[config.mk]
export PLATFORM = sky130hd
export DESIGN_NAME = load_latency_offcore_qualifier
export DESIGN_NICKNAME = d
export VERILOG_FILES = /design/src/perf_qual_pkg.sv /design/src/source_encoder.sv /design/src/load_latency_offcore_qualifier.sv
export SDC_FILE = /design/constraint.sdc
export NUM_CORES = 1
export LEC_CHECK = 0
export BUFFER_PORTS_ARGS = -buffer_cell sky130_fd_sc_hd__buf_2
export CAP_MARGIN = 20
export CORE_MARGIN = 4
export CORE_UTILIZATION = 45
export CTS_CLUSTER_DIAMETER = 150
export DETAILED_ROUTE_END_ITERATION = 7
export PLACE_DENSITY = 0.69
export REMOVE_ABC_BUFFERS = 1
export SLEW_MARGIN = 20
export SYNTH_ARGS = -nofsm -noshare
export SYNTH_HDL_FRONTEND = slang
export SYNTH_SLANG_ARGS = --single-unit
export TNS_END_PERCENT = 5
[constraint.sdc]
create_clock -name CLK -period 8.9 [get_ports CLK]
set_input_delay 1.78 -clock CLK [delete_from_list [all_inputs] [get_ports CLK]]
set_output_delay 1.78 -clock CLK [all_outputs]
set_load 0.005 [all_outputs]
[src/perf_qual_pkg.sv]
// Purpose: shared constants and types for the load latency and off-core qualifier
// Assumes: one core clock; register port addresses are 12 bits wide
// Notes: data-source codes are the values written into the precise_sample_record
package perf_qual_pkg;

   // register port
   localparam int MSR_ADDR_W = 12;
   localparam int REG_W = 16;
   localparam logic [MSR_ADDR_W-1:0] OFFCORE_SELECT_ADDR = 12'h1A6;
   localparam logic [MSR_ADDR_W-1:0] LATENCY_THRESHOLD_ADDR = 12'h0C0;
   localparam logic [REG_W-1:0] OFFCORE_SELECT_RESET = 16'h0000;
   localparam logic [REG_W-1:0] LATENCY_THRESHOLD_RESET = 16'h0003;
   localparam logic [REG_W-1:0] OFFCORE_WRITABLE_MASK = 16'hF7FF;

   // off-core select layout
   localparam int REQ_LSB = 0;
   localparam int REQ_MSB = 7;
   localparam int RESP_LSB = 8;
   localparam int RESP_MSB = 15;
   localparam int SEL_DEMAND_DATA_READ = 0;
   localparam int SEL_DEMAND_OWNERSHIP_READ = 1;
   localparam int SEL_DEMAND_CODE_READ = 2;
   localparam int SEL_WRITEBACK = 3;
   localparam int SEL_PREFETCH_DATA_READ = 4;
   localparam int SEL_PREFETCH_OWNERSHIP_READ = 5;
   localparam int SEL_PREFETCH_CODE_READ = 6;
   localparam int SEL_MISC = 7;
   localparam int RESP_L3_NO_SNOOP = 8;
   localparam int RESP_CLEAN_SNOOP_HIT = 9;
   localparam int RESP_DIRTY_SNOOP_HIT = 10;
   localparam int RESP_RESERVED = 11;
   localparam int RESP_CROSS_PACKAGE_FORWARD = 12;
   localparam int RESP_REMOTE_MEMORY = 13;
   localparam int RESP_LOCAL_MEMORY = 14;
   localparam int RESP_IO_HUB = 15;

   // latency measurement
   localparam int LAT_W = 16;
   localparam logic [LAT_W-1:0] MIN_DETECT_LATENCY = 16'h0004;
   localparam logic [LAT_W-1:0] LATENCY_START = 16'h0001;
   localparam logic [LAT_W-1:0] LATENCY_STEP = 16'h0001;
   localparam logic [LAT_W-1:0] LATENCY_MAX = 16'hFFFF;

   // data-source codes
   localparam logic [7:0] CODE_UNKNOWN_MISS = 8'h00;
   localparam logic [7:0] CODE_L1_HIT = 8'h01;
   localparam logic [7:0] CODE_PENDING_HIT = 8'h02;
   localparam logic [7:0] CODE_L2_HIT = 8'h03;
   localparam logic [7:0] CODE_L3_NO_SNOOP = 8'h04;
   localparam logic [7:0] CODE_L3_CLEAN_SNOOP = 8'h05;
   localparam logic [7:0] CODE_L3_DIRTY_SNOOP = 8'h06;
   localparam logic [7:0] CODE_LLC_DIRTY_SNOOP = 8'h07;
   localparam logic [7:0] CODE_CROSS_PACKAGE_FWD = 8'h08;
   localparam logic [7:0] CODE_LOCAL_MEM_SHARED = 8'h0A;
   localparam logic [7:0] CODE_REMOTE_MEM_SHARED = 8'h0B;
   localparam logic [7:0] CODE_LOCAL_MEM_EXCL = 8'h0C;
   localparam logic [7:0] CODE_REMOTE_MEM_EXCL = 8'h0D;
   localparam logic [7:0] CODE_IO = 8'h0E;
   localparam logic [7:0] CODE_UNCACHED = 8'h0F;

   typedef enum logic [1:0] {SNOOP_NONE, SNOOP_CLEAN, SNOOP_DIRTY} snoop_t;

endpackage : perf_qual_pkg

[src/source_encoder.sv]
// Purpose: turns the load pipeline's completion descriptor into a data-source code
// Assumes: descriptor bits are valid in the cycle of global observation
// Notes: purely combinational; the caller registers the code
`timescale 1ns/1ps
module source_encoder
   import perf_qual_pkg::*;
#(
   parameter bit LLC_DIRTY_CODE_EN = 1'b0
)
(
   input wire logic l1_hit,
   input wire logic pending_hit,
   input wire logic l2_hit,
   input wire logic l3_hit,
   input wire snoop_t snoop,
   input wire logic miss_fwd,
   input wire logic miss_mem,
   input wire logic local_home,
   input wire logic exclusive,
   input wire logic io_req,
   input wire logic uncached,
   output logic [7:0] code
);

   logic [7:0] dirty_code;
   logic [7:0] hit_code;
   logic [7:0] local_mem_code;
   logic [7:0] remote_mem_code;
   logic [7:0] mem_code;
   logic [7:0] miss_code;

   // the alternate dirty-snoop code exists only on some models, reserved otherwise
   assign dirty_code = LLC_DIRTY_CODE_EN ? CODE_LLC_DIRTY_SNOOP : CODE_L3_DIRTY_SNOOP;
   assign hit_code = (snoop == SNOOP_NONE) ? CODE_L3_NO_SNOOP :
                     (snoop == SNOOP_CLEAN) ? CODE_L3_CLEAN_SNOOP : dirty_code;
   assign local_mem_code = exclusive ? CODE_LOCAL_MEM_EXCL : CODE_LOCAL_MEM_SHARED;
   assign remote_mem_code = exclusive ? CODE_REMOTE_MEM_EXCL : CODE_REMOTE_MEM_SHARED;
   assign mem_code = local_home ? local_mem_code : remote_mem_code;
   // a remotely homed forward has no code of its own and falls back to the memory code if miss_mem is set, else to unknown
   assign miss_code = (miss_fwd && local_home) ? CODE_CROSS_PACKAGE_FWD :
                      miss_mem ? mem_code : CODE_UNKNOWN_MISS;
   // uncached beats io beats every cache level
   assign code = uncached ? CODE_UNCACHED :
                 io_req ? CODE_IO :
                 l1_hit ? CODE_L1_HIT :
                 pending_hit ? CODE_PENDING_HIT :
                 l2_hit ? CODE_L2_HIT :
                 l3_hit ? hit_code : miss_code;

endmodule : source_encoder

[src/load_latency_offcore_qualifier.sv]
// Purpose: load-latency filter with data-source record, and off-core response qualifier
// Assumes: all inputs come from core-clock logic; register port is the core's MSR port
// Notes: one tagged load is tracked at a time; a dispatch while busy is a re-dispatch
`timescale 1ns/1ps
module load_latency_offcore_qualifier
   import perf_qual_pkg::*;
#(
   parameter bit LLC_DIRTY_CODE_EN = 1'b0
)
(
   input wire logic CLK,
   input wire logic RST,
   input wire logic [MSR_ADDR_W-1:0] MSR_ADDR,
   input wire logic MSR_WR,
   input wire logic MSR_RD,
   input wire logic [REG_W-1:0] MSR_WDATA,
   output logic [REG_W-1:0] MSR_RDATA,
   output logic MSR_RVALID,
   input wire logic LD_DISPATCH,
   input wire logic LD_GO,
   input wire logic LD_L1_HIT,
   input wire logic LD_PENDING,
   input wire logic LD_L2_HIT,
   input wire logic LD_L3_HIT,
   input wire snoop_t LD_SNOOP,
   input wire logic LD_MISS_FWD,
   input wire logic LD_MISS_MEM,
   input wire logic LD_LOCAL_HOME,
   input wire logic LD_EXCLUSIVE,
   input wire logic LD_IO,
   input wire logic LD_UNCACHED,
   output logic LAT_VALID,
   output logic [LAT_W-1:0] LAT_VALUE,
   output logic [7:0] LAT_SOURCE,
   input wire logic OC_VALID,
   input wire logic [7:0] OC_REQ,
   input wire logic [7:0] OC_RESP,
   output logic OC_COUNT
);

   logic [REG_W-1:0] offcore_response_select;
   logic [REG_W-1:0] load_latency_threshold;
   logic busy;
   logic [LAT_W-1:0] lat_cnt;
   logic [7:0] src_code;
   logic [LAT_W-1:0] measured;
   logic [LAT_W-1:0] next_lat_cnt;
   logic above;
   logic capture;
   logic start;
   logic wr_offcore;
   logic wr_threshold;
   logic [REG_W-1:0] rd_mux;
   logic [7:0] req_sel;
   logic [7:0] resp_sel;
   logic req_match;
   logic resp_match;

   // register port decode
   assign wr_offcore = MSR_WR && (MSR_ADDR == OFFCORE_SELECT_ADDR);
   assign wr_threshold = MSR_WR && (MSR_ADDR == LATENCY_THRESHOLD_ADDR);
   assign rd_mux = (MSR_ADDR == OFFCORE_SELECT_ADDR) ? offcore_response_select :
                   (MSR_ADDR == LATENCY_THRESHOLD_ADDR) ? load_latency_threshold : '0;

   always_ff @(posedge CLK or posedge RST)
   begin
      if (RST)
      begin
         offcore_response_select <= OFFCORE_SELECT_RESET;
         load_latency_threshold <= LATENCY_THRESHOLD_RESET;
      end
      else
      begin
         // the reserved response bit never stores, so it always reads zero
         if (wr_offcore)
            offcore_response_select <= MSR_WDATA & OFFCORE_WRITABLE_MASK;
         // values below 3 are software's fault; stored as written
         if (wr_threshold)
            load_latency_threshold <= MSR_WDATA;
      end
   end

   always_ff @(posedge CLK or posedge RST)
   begin
      if (RST)
      begin
         MSR_RDATA <= '0;
         MSR_RVALID <= 1'b0;
      end
      else
      begin
         MSR_RVALID <= MSR_RD;
         if (MSR_RD)
            MSR_RDATA <= rd_mux;
      end
   end

   // latency tracking: the first dispatch starts the count, re-dispatches do not restart it
   assign start = LD_DISPATCH && !busy;
   assign next_lat_cnt = (lat_cnt == LATENCY_MAX) ? lat_cnt : lat_cnt + LATENCY_STEP;
   assign measured = (lat_cnt < MIN_DETECT_LATENCY) ? MIN_DETECT_LATENCY : lat_cnt;
   assign above = measured > load_latency_threshold;
   assign capture = LD_GO && busy && above;

   always_ff @(posedge CLK or posedge RST)
   begin
      if (RST)
      begin
         busy <= 1'b0;
         lat_cnt <= '0;
      end
      else if (busy && LD_GO)
         busy <= 1'b0;
      else if (start)
      begin
         busy <= 1'b1;
         lat_cnt <= LATENCY_START;
      end
      else if (busy)
         lat_cnt <= next_lat_cnt;
   end

   source_encoder #(
      .LLC_DIRTY_CODE_EN(LLC_DIRTY_CODE_EN)
   ) u_source_encoder (
      .l1_hit(LD_L1_HIT),
      .pending_hit(LD_PENDING),
      .l2_hit(LD_L2_HIT),
      .l3_hit(LD_L3_HIT),
      .snoop(LD_SNOOP),
      .miss_fwd(LD_MISS_FWD),
      .miss_mem(LD_MISS_MEM),
      .local_home(LD_LOCAL_HOME),
      .exclusive(LD_EXCLUSIVE),
      .io_req(LD_IO),
      .uncached(LD_UNCACHED),
      .code(src_code)
   );

   // record holds the last qualifying load until the next one replaces it
   always_ff @(posedge CLK or posedge RST)
   begin
      if (RST)
      begin
         LAT_VALID <= 1'b0;
         LAT_VALUE <= '0;
         LAT_SOURCE <= CODE_UNKNOWN_MISS;
      end
      else
      begin
         LAT_VALID <= capture;
         if (capture)
         begin
            LAT_VALUE <= measured;
            LAT_SOURCE <= src_code;
         end
      end
   end

   // off-core qualification; bit order of both vectors follows the select register
   assign req_sel = offcore_response_select[REQ_MSB:REQ_LSB];
   assign resp_sel = offcore_response_select[RESP_MSB:RESP_LSB];
   assign req_match = |(OC_REQ & req_sel);
   assign resp_match = |(OC_RESP & resp_sel);

   always_ff @(posedge CLK or posedge RST)
   begin
      if (RST)
         OC_COUNT <= 1'b0;
      else
         OC_COUNT <= OC_VALID && req_match && resp_match;
   end

   // checks
   logic cached_path;
   logic miss_path;
   assign cached_path = !LD_UNCACHED && !LD_IO && !LD_L1_HIT && !LD_PENDING && !LD_L2_HIT;
   assign miss_path = cached_path && !LD_L3_HIT;
endmodule : load_latency_offcore_qualifier

==> summary.md, run 1 <==
| Metric | Value |
|---|---|
| Status | `finished, final reports clean` |
| DR WL met3 | `412 um` |
| Hold-fix buffers, CTS | `0` |
| Vias after detailed routing | `3313` |
| Worst min path class | `register to register` |
| CP peak stage delay | `680 ps` |
| Top FF cell, synth | `dfrtp_1` |
| Final WL | `9.70 mm` |
| Initial Util | `47.1%` |
| RSZ-0062 raised after global routing | `no` |
| Core area | `0.00937 mm^2` |
| Hpwl dp | `7.08 mm` |
| Flop-to-flop setup slack | `5770 ps` |
| Crit path buf inv count | `1` |
| GR Util All Layers | `17.7%` |
| Drt drc | `0` |
| Pin count of the biggest net entering global routing | `84` |
| Post-synth top cells | `dfrtp_1 (85), mux2_2 (40), nor2_1 (30)` |
| Number of global-route vias before repair | `3369` |
| Share of the synthesized area in the top cell type | `48.2%` |
| CTS max path bufs | `2` |
| Compound-Gate Fraction of Synth Area | `10.0%` |
| DRT Pass-1 Iters | `4` |
| Mux cell area share after synthesis | `15.0%` |
| Antenna cells | `0` |
| # Post-CTS Setup Buffers | `0` |
| Setup TNS | `0 ps` |
| Cell with the most instances after synthesis | `dfrtp_1` |
| Post_cts resized | `0` |
| First-pass GRT wire length | `16.3 mm` |
| FP Rows | `35` |
| Via density | `5.36` |
| Maximum vdd drop | `0.115 mV` |
| Layout area overhead | `17.0%` |
| Iteration-0 DRC Markers | `139` |
| Final Wtd Congestion | `0.826` |
| Final period util | `40.3%` |
| Pwr/cell area | `173 mW/mm^2` |
| Worst EP arrival | `3820 ps` |
| Max-cap violation count | `0` |
| Fmax | `279 MHz` |
| Die Area | `0.0115 mm^2` |
| Clk root buf | `clkbuf_8` |
| Family with the most delay on the worst path | `simple AND/OR/NAND/NOR gates` |
| Clk Latency, worst-skew pair | `350 ps` |
| Overall power | `0.000895 W` |
| #FFs+latches synth | `87` |
| Nets | `564` |
| Routed length on met1 | `4.28 mm` |
| Antenna Violating Nets Remaining | `0` |
| Area contributors post-synth | `dfrtp_1 (48%), mux2_2 (10%), ha_1 (4.8%)` |
| CTS Buf Count | `9` |
| Clock Sinks | `87` |
| EDFF count, synth | `0` |
| Fillers | `868` |
| Syn Inst Count | `399` |
| Main combinational cell family by area after synthesis | `multiplexers` |
| Met2 WL | `4.84 mm` |
| DR WL/cell | `15.7 um` |
| Adder-cell share of the synthesized area | `4.82%` |
| Post-route cell area | `0.00516 mm^2` |
| Initial antenna violation count | `0` |
| Async S/R FF share, synth | `100%` |
| Synth area leader | `dfrtp_1` |
| Final setup vio count | `0` |
| Die Height | `107 um` |
| Critical path data required time | `9140 ps` |
| Layout cells sized above 1 | `36.0%` |
| Least-Margin Pin Slew | `805 ps` |
| Final hold violations | `0` |
| CP cell instances | `buf_2, nor4b_2, nand2_1, nor3_4, nand2_2, mux2_2` |
| H-Tree Depth | `3` |
| Startpoint types | `input pin` |
| Fin. max-slew vios | `0` |
| Port buffer count | `100` |
| Mapped Area | `0.00441 mm^2` |
| Global route overflow | `0` |
| Distinct cells, synth | `52` |
| Hold slack | `505 ps` |
| Critical-path top delay cell | `nor3_4` |
| Tmin final | `3580 ps` |
| Setup CP Type | `input pin to register` |
| CTS clk-pin slew, worst paths | `80 ps` |
| Synth Area in Simple Gates | `13.7%` |
| Synthesized area per cell | `11.1 um^2` |
| Die X | `107 um` |
| Setup crit end kind | `register` |
| Max FO, Critical Path | `16` |
| Placed Area | `0.00494 mm^2` |
| XOR/XNOR share of the synthesized area | `1.59%` |
| Seq/Total Area, Yosys | `49.4%` |
| TritonCTS clock tree | `built` |
| Leakage power | `2.53 nW` |
| Worst slew margin | `46.1%` |
| YS warnings | `0` |
| Ports | `106` |
| Skew final | `12.0 ps` |
| Top sig layer | `met4` |
-- placed cells by master (no fill, tap or decap), types with 5 or more instances in the layout --
cell type  count
buf_2        100
dfrtp_1       85
mux2_2        40
nor2_1        30
a21oi_1       27
inv_1         22
nand2_1       21
a22oi_1       19
ha_1          17
nand3_1       11
mux2_4        10
clkbuf_8      10
nor3_1         9
nor4_1         8
xnor2_1        8
nand4_1        7
mux2i_1        6
o21ai_0        5
-- layer usage --
| metal | track usage (%) | vias up |
|---|---|---|
| met1 | 22.4 | 1626 |
| met2 | 30.1 | 81 |
| met4 | 6.85 | 0 |
| li1 | - | 1593 |
| met3 | 3.13 | 13 |
| met5 | 0 | - |
-- worst reg2reg max path: cells and delay by family (launching register included) --
family / cells / cell delay, ps
and+or+nand+nor: 4 / 900
AOI/OAI and AO/OA: 2 / 900
DFF: 1 / 500
adders and majority gates: 1 / 290
muxes: 1 / 420
-- power breakdown --
group / total (W) / leakage (nW) / internal (W) / switching [W]
logic: 0.000150 / 1.27 / 0.0000721 / 0.0000779
clock network: 0.000304 / 0.108 / 0.000167 / 0.000137
registers: 0.000441 / 1.16 / 0.000422 / 0.0000196
-- cell families (layout without fill, tap and decap cells) --
| logic type | count (synthesis) | after routing |
|---|---|---|
| DFF | 87 | 87 |
| muxes | 56 | 56 |
| xor gates and xnor gates | 8 | 8 |
| and+or+nand+nor | 111 | 111 |
| AOI/OAI and AO/OA | 66 | 66 |
| other | 1 | 4 |
| buffers and inverters | 53 | 140 |
| adders and majority gates | 17 | 17 |
-- final timing paths --
| kind | depth (start not counted) | from | end |
|---|---|---|---|
| min | 1 | LAT_VALUE[12] | LAT_VALUE[12] |
| max | 6 | MSR_ADDR[11] | offcore_response_select[3] |
| min in group asynchronous | 2 | RST | LAT_SOURCE[3] |
| min reg2reg | 1 | LAT_VALUE[12] | LAT_VALUE[12] |
| max in group asynchronous | 3 | RST | LAT_VALUE[0] |
| max reg2reg | 8 | lat_cnt[9] | LAT_VALUE[6] |
-- per-stage QoR --
stage / worst slack [ps] / util (%) / std cells
final: 5320 / 55.1 / 618
after global routing: 5180 / 55.1 / 618
after CTS: 5310 / 55.0 / 618
after detailed placement: 4920 / 52.7 / 602
after global placement: 4990 / 52.7 / 602
after floorplan: 4870 / - / 372
-- sequential cells by signal, summed over array words and instances, names as in the netlist --
signal	cells
LAT_SOURCE	4
LAT_VALID	1
LAT_VALUE	16
MSR_RDATA	16
MSR_RVALID	1
OC_COUNT	1
busy	1
lat_cnt	16
load_latency_threshold	16
offcore_response_select	15
-- layout make-up --
| cell class | instances | area (um^2) | area share (%) |
|---|---|---|---|
| sequential | 87 | 2180 | 42.2 |
| clock buffer | 13 | 149 | 2.88 |
| inverter | 23 | 87.6 | 1.70 |
| clock inverter | 3 | 68.8 | 1.33 |
| tap | 129 | 161 | 3.13 |
| timing repair buffer | 101 | 512 | 9.91 |
| multi-input combinational | 262 | 2000 | 38.8 |
(Power assumes the default switching activity.)
==> run 2: changes to the inputs <==
--- a/config.mk
+++ b/config.mk
@@ -5,13 +5,14 @@
 export SDC_FILE = /design/constraint.sdc
 export NUM_CORES = 1
 export LEC_CHECK = 0
+export ABC_AREA = 1
 export BUFFER_PORTS_ARGS = -buffer_cell sky130_fd_sc_hd__buf_2
 export CAP_MARGIN = 20
 export CORE_MARGIN = 4
 export CORE_UTILIZATION = 45
 export CTS_CLUSTER_DIAMETER = 150
 export DETAILED_ROUTE_END_ITERATION = 7
-export PLACE_DENSITY = 0.69
+export PLACE_DENSITY = 0.68
 export REMOVE_ABC_BUFFERS = 1
 export SLEW_MARGIN = 20
 export SYNTH_ARGS = -nofsm -noshare
==> constraint.sdc (replaced) <==
create_clock -name CLK -period 3.6 [get_ports CLK]
set_input_delay 0.72 -clock CLK [delete_from_list [all_inputs] [get_ports CLK]]
set_output_delay 0.72 -clock CLK [all_outputs]
set_load 0.005 [all_outputs]
==> run 2 against run 1 <==
  * Combinational power increased to 4.6 times the previous value
  * Hold slack got worse by 74 ps
  * First-iteration DRC count increased by 36%
  * Non-clock buffer count increased by 4
  * Sequential cell count unchanged
  * Critical endpoint is now LAT_SOURCE[2]
  * Largest power group unchanged
==> summary.md, run 2 <==
| Metric | Value |
|---|---|
| Status | `finished, final reports clean` |
| # Post-CTS Setup Buffers | `0` |
| CP dominant cell by count | `nand2_1` |
| Antenna cells | `0` |
| First-pass GRT wire length | `19.4 mm` |
| Skew final | `12.2 ps` |
| Area contributors post-synth | `dfrtp_1 (44%), nand2_1 (15%), inv_1 (6.5%)` |
| Setup crit end kind | `register` |
| RSZ-0062 raised after global routing | `no` |
| Flop-to-flop setup slack | `880 ps` |
| Hold-fix buffers, CTS | `0` |
| Die Area | `0.0124 mm^2` |
| Initial antenna violation count | `0` |
| Number of global-route vias before repair | `4156` |
| Clk Latency, worst-skew pair | `370 ps` |
| Fmax | `368 MHz` |
| Cell with the most instances after synthesis | `nand2_1` |
| Final setup vio count | `0` |
| Fin. max-slew vios | `0` |
| Die X | `112 um` |
| Antenna Violating Nets Remaining | `0` |
| Final hold violations | `0` |
| Worst slew margin | `51.1%` |
| Leakage power | `2.95 nW` |
| CTS Buf Count | `9` |
| Combinational power share | `26.2%` |
| Max FO, Critical Path | `21` |
| Commonest non-fill, non-tap cell in the layout | `nand2_1` |
| Clk pwr share | `29.4%` |
| Port buffer count | `100` |
| CP peak stage delay | `470 ps` |
| Async S/R FF share, synth | `100%` |
| YS warnings | `0` |
| Top FF cell, synth | `dfrtp_1` |
| Mapped Area | `0.00482 mm^2` |
| CP cell instances | `inv_1, nand4_1, nor2_1, a21boi_0, ha_1, inv_1, o21bai_1, nand2_1, nand2_1, nand2_1, nand3_1, nand2_1, nand2_1, nand2_1` |
| Layout area overhead | `16.0%` |
| CTS clk-pin slew, worst paths | `90 ps` |
| Setup crit start | `lat_cnt[12]` |
| Core area | `0.0104 mm^2` |
| DR WL met3 | `525 um` |
| Least-Margin Pin Slew | `732 ps` |
| Nets | `812` |
| Drt drc | `0` |
| Pin count of the biggest net entering global routing | `50` |
| Critical-path top delay cell | `dfrtp_1` |
| Reg power frac | `44.4%` |
| Synthesized area per cell | `7.43 um^2` |
| CTS max path bufs | `2` |
| Via density | `4.83` |
| Commonest non-fill, non-tap cells in the layout | `nand2_1 (194), buf_2 (100), dfrtp_1 (85)` |
| Power Internal | `0.00174 W` |
| Post-route cell area | `0.00560 mm^2` |
| Layout cells sized above 1 | `19.8%` |
| H-Tree Depth | `3` |
| FF/Latch Area | `0.00218 mm^2` |
| Vias after detailed routing | `4218` |
| Share of the synthesized area in the top cell type | `44.1%` |
| Placed Area | `0.00538 mm^2` |
| Crit Reg-Reg Endpoint | `LAT_SOURCE[2]` |
| Top sig layer | `met4` |
| Startpoint types | `register` |
| Worst r2r src | `lat_cnt[12]` |
| Critical path data required time | `3850 ps` |
| Worst min path class | `input pin to async pin` |
| Pre-CTS setup slack | `841 ps` |
| FP Rows | `37` |
| Synth area leader | `dfrtp_1` |
| DRT Pass-1 Iters | `4` |
| Initial Util | `46.5%` |
| Distinct cells, synth | `38` |
| Setup CP Type | `register to register` |
| R2R cell count | `14` |
| Met2 WL | `5.40 mm` |
| Worst setup margin | `883 ps` |
| Pwr/cell area | `467 mW/mm^2` |
| GR Util All Layers | `18.9%` |
| Global route overflow | `0` |
| Final WL | `11.4 mm` |
| Post_cts resized | `0` |
| Setup TNS | `0 ps` |
| Maximum vdd drop | `0.252 mV` |
| #FFs+latches synth | `87` |
| Clk root buf | `clkbuf_8` |
| Post-synth top cells | `nand2_1 (194), dfrtp_1 (85), inv_1 (84)` |
| Syn Inst Count | `649` |
| TritonCTS clock tree | `built` |
| Final Wtd Congestion | `0.856` |
| Final period util | `75.5%` |
| Sw power | `0.000873 W` |
| Switch share | `33.4%` |
| EDFF count, synth | `0` |
| Fillers | `1011` |
| Seq/Total Area, Yosys | `45.2%` |
| DR WL/cell | `13.1 um` |
| Max-cap violation count | `0` |
| Hpwl dp | `8.43 mm` |
| Tmin final | `2720 ps` |
| Die Height | `112 um` |
| Ports | `106` |
| Clock Sinks | `87` |
| Worst EP arrival | `2960 ps` |
| Multi-input logic area | `0.00214 mm^2` |
| Routed length on met1 | `5.31 mm` |
| Iteration-0 DRC Markers | `189` |
-- run 2: power groups by stage --
stage / logic [W] / clock network [W] / registers, W
floorplan: 0.000420 / 0 / 0.00117
global placement: 0.000674 / 0 / 0.00118
detailed placement: 0.000695 / 0 / 0.00118
CTS: 0.000698 / 0.000779 / 0.00116
global route: 0.000802 / 0.000821 / 0.00118
finish: 0.000684 / 0.000769 / 0.00116
-- run 2: cell type report --
type,instances,area share [%]
Tap cell,136,3.04
Timing Repair Buffer,105,9.84
Inverter,88,5.92
Multi-Input combinational cell,441,38.3
Clock buffer,10,2.46
Clock inverter,6,1.50
Sequential cell,87,38.9
-- run 2: critical path: cells and delay by family (launching register included) --
| family | cells | cell delay, ps |
|---|---|---|
| buffers and inverters | 2 | 170 |
| AND/OR/NAND/NOR | 9 | 1320 |
| AO/OA/AOI/OAI | 2 | 310 |
| flip-flops | 1 | 470 |
| adder cells (fa/ha/maj) | 1 | 330 |
-- run 2: worst max path at each step --
stage / to / slack [ps] / depth (start not counted)
final: LAT_SOURCE[2] / 880 / 14
after global routing: LAT_VALUE[15] / 420 / 14
after CTS: LAT_SOURCE[2] / 810 / 14
after detailed placement: LAT_VALUE[13] / 840 / 14
after global placement: LAT_VALUE[4] / 900 / 14
after floorplan: LAT_SOURCE[0] / 630 / 1
-- run 2: cell families (layout without fill, tap and decap cells) --
logic type | count (synthesis) | in the layout | share of synthesized area, %
adder cells (fa/ha/maj) | 17 | 17 | 4.41
AND/OR/NAND/NOR | 334 | 334 | 29.4
XOR/XNOR | 5 | 5 | 0.908
AO/OA/AOI/OAI | 81 | 81 | 9.36
flip-flops | 87 | 87 | 45.2
buffers and inverters | 124 | 209 | 10.6
other | 1 | 4 | 0.0777
-- run 2: routing by layer --
layer	vias to the layer above	global-route usage [%]
li1	2194	-
met1	1921	25.0
met2	93	31.9
met3	10	3.53
met4	0	5.60
met5	-	0
-- run 2: stage by stage --
stage | power (W) | instances | hold WS (ps) | util, %
2_1_floorplan | 0.00159 | 616 | 453 | -
3_3_place_gp | 0.00185 | 857 | 452 | 51.8
3_5_place_dp | 0.00187 | 857 | 459 | 51.8
4_1_cts | 0.00264 | 873 | 455 | 54.0
5_1_grt | 0.00280 | 873 | 497 | 54.0
6_report | 0.00261 | 873 | 431 | 54.0
==> run 3: changes to the inputs <==
--- a/config.mk
+++ b/config.mk
@@ -5,14 +5,14 @@
 export SDC_FILE = /design/constraint.sdc
 export NUM_CORES = 1
 export LEC_CHECK = 0
-export ABC_AREA = 1
+export ABC_AREA = 0
 export BUFFER_PORTS_ARGS = -buffer_cell sky130_fd_sc_hd__buf_2
 export CAP_MARGIN = 20
 export CORE_MARGIN = 4
 export CORE_UTILIZATION = 45
 export CTS_CLUSTER_DIAMETER = 150
 export DETAILED_ROUTE_END_ITERATION = 7
-export PLACE_DENSITY = 0.68
+export PLACE_DENSITY = 0.72
 export REMOVE_ABC_BUFFERS = 1
 export SLEW_MARGIN = 20
 export SYNTH_ARGS = -nofsm -noshare
==> constraint.sdc (replaced) <==
create_clock -name CLK -period 2.25 [get_ports CLK]
set_input_delay 0.45 -clock CLK [delete_from_list [all_inputs] [get_ports CLK]]
set_output_delay 0.45 -clock CLK [all_outputs]
set_load 0.005 [all_outputs]
==> run 3 against run 2 <==
  * The run now ends with setup timing left
  * Wire length shrank 6.8%
  * Critical path depth shrank 5
  * Setup slack lost 1300 ps
  * Critical path type unchanged
==> summary.md, run 3 (same netlist as run 1, synthesis figures left out) <==
| Metric | Value |
|---|---|
| Status | `finished with violations` |
| Failing checks | `setup timing` |
| Number of global-route vias before repair | `3705` |
| Fin. max-slew vios | `0` |
| Critical path data required time | `2500 ps` |
| Clk root buf | `clkbuf_8` |
| Clk Latency, worst-skew pair | `360 ps` |
| Global route overflow | `0` |
| H-Tree Depth | `3` |
| TritonCTS clock tree | `built` |
| CTS clk-pin slew, worst paths | `90 ps` |
| Ports | `106` |
| Via density | `5.31` |
| Die X | `107 um` |
| Final setup vio count | `21` |
| Placed Area | `0.00525 mm^2` |
| Die Height | `107 um` |
| Drt drc | `0` |
| Setup CP Type | `register to register` |
| Port buffer count | `100` |
| First-pass GRT wire length | `17.8 mm` |
| Final WL | `10.6 mm` |
| Setup TNS | `-7590 ps` |
| Maximum vdd drop | `0.378 mV` |
| CP peak stage delay | `400 ps` |
| Layout cells sized above 1 | `43.3%` |
| Initial antenna violation count | `0` |
| Leakage power | `2.80 nW` |
| Hpwl dp | `7.84 mm` |
| Fmax | `378 MHz` |
| CTS Buf Count | `9` |
| Startpoint types | `register` |
| Cells after DPL | `640` |
| Die Area | `0.0115 mm^2` |
| Layout area overhead | `27.6%` |
| Antenna cells | `0` |
| DRT Pass-1 Iters | `4` |
| Commonest non-fill, non-tap cell in the layout | `buf_2` |
| Vias after detailed routing | `3518` |
| Family with the most delay on the worst path | `simple AND/OR/NAND/NOR gates` |
| Hold-fix buffers, CTS | `0` |
| Iteration-0 DRC Markers | `156` |
| Tmin final | `2650 ps` |
| Post-route cell area | `0.00563 mm^2` |
| Post-route insts no fill | `662` |
| Antenna Violating Nets Remaining | `0` |
| Worst EP arrival | `2900 ps` |
| Commonest non-fill, non-tap cells in the layout | `buf_2 (100), dfrtp_1 (85), buf_4 (41)` |
| FP Rows | `35` |
| Final hold violations | `0` |
| Worst slew margin | `62.7%` |
| Core area | `0.00937 mm^2` |
| Max FO, Critical Path | `10` |
| Worst min path class | `input pin to async pin` |
| Nets | `608` |
| Worst r2r src | `lat_cnt[11]` |
| RSZ-0062 raised after global routing | `yes` |
| Skew final | `14.9 ps` |
| CTS max path bufs | `2` |
| Least-Margin Pin Slew | `559 ps` |
| Worst setup margin | `-399 ps` |
| GR Util All Layers | `19.5%` |
| Final Wtd Congestion | `0.836` |
| Setup crit end kind | `register` |
| Clock Sinks | `87` |
| CP cell instances | `nor4_2, nand4_1, nand2b_1, ha_4, and3_4, a31o_4, a31oi_4, buf_6, mux2_2` |
| Initial Util | `47.1%` |
| Critical-path top delay cell | `dfrtp_1` |
| Max-cap violation count | `0` |
| DR WL/cell | `16.1 um` |
| Final Core Density | `60.1%` |
| Pin count of the biggest net entering global routing | `34` |
| Crit path buf inv count | `1` |
| Final period util | `118%` |
| Setup crit start | `lat_cnt[11]` |
| Pwr/cell area | `692 mW/mm^2` |
==> run 3: cell types whose count changed in the layout (fill, tap and decap cells not counted), sizes merged, moves of 19 or more <==
cell	before	now
nand2	200	23
inv	86	22
o21ai	68	5
mux2	0	50
buf	105	145
nor2	65	30
nand3	43	11
a21oi	8	27
a22oi	0	19
==> run 3: cell type report <==
| cell class | count | area, um^2 |
|---|---|---|
| multi-input combinational | 262 | 2090 |
| tap | 129 | 161 |
| clock inverter | 5 | 106 |
| fill | 787 | 3740 |
| clock buffer | 11 | 141 |
| timing repair buffer | 145 | 862 |
| inverter | 23 | 87.6 |
| sequential | 87 | 2180 |
==> run 3: worst paths after layout <==
path / end / depth (start not counted) / slack, ps
min in group CLK: OC_COUNT / 3 / 310
min: LAT_VALUE[11] / 2 / 90
max reg2reg: LAT_SOURCE[1] / 9 / -400
max: LAT_SOURCE[1] / 9 / -400
min reg2reg: LAT_SOURCE[0] / 1 / 510
max in group asynchronous: LAT_VALUE[1] / 3 / 1570
==> run 3: worst register-to-register path: cells and delay by family, from the launching register on <==
kind                     cells  cell delay, ps
AO/OA/AOI/OAI                2             450
adder cells (fa/ha/maj)      1             230
buffers and inverters        1             200
flip-flops                   1             400
multiplexers                 1             340
AND/OR/NAND/NOR              4             920
==> run 3: where the power goes <==
group          switching [W]  internal, W  leakage [nW]
clock network       0.000559     0.000771         0.120
registers          0.0000684      0.00167          1.16
logic               0.000390     0.000439          1.52
==> run 3: routing by layer <==
metal	track usage (%)	routed length (um)
met5	0	0
met1	24.2	4510
met2	33.5	5350
met3	4.15	533
met4	7.31	233
==> run 3: per-stage QoR <==
stage               power (W)  worst slack [ps]  hold slack, ps
floorplan             0.00213              -447             481
global placement      0.00243              -433             479
detailed placement    0.00246              -521             486
CTS                   0.00398              -420            88.6
global route          0.00411              -558             109
finish                0.00390              -399            88.6
==> run 3: repair_timing <==
action,4_1_cts,5_1_grt
resized for setup,12,7
pin swaps,7,8
cloned,2,0
buffers inserted,7,1
endpoints found under the setup margin,21,21
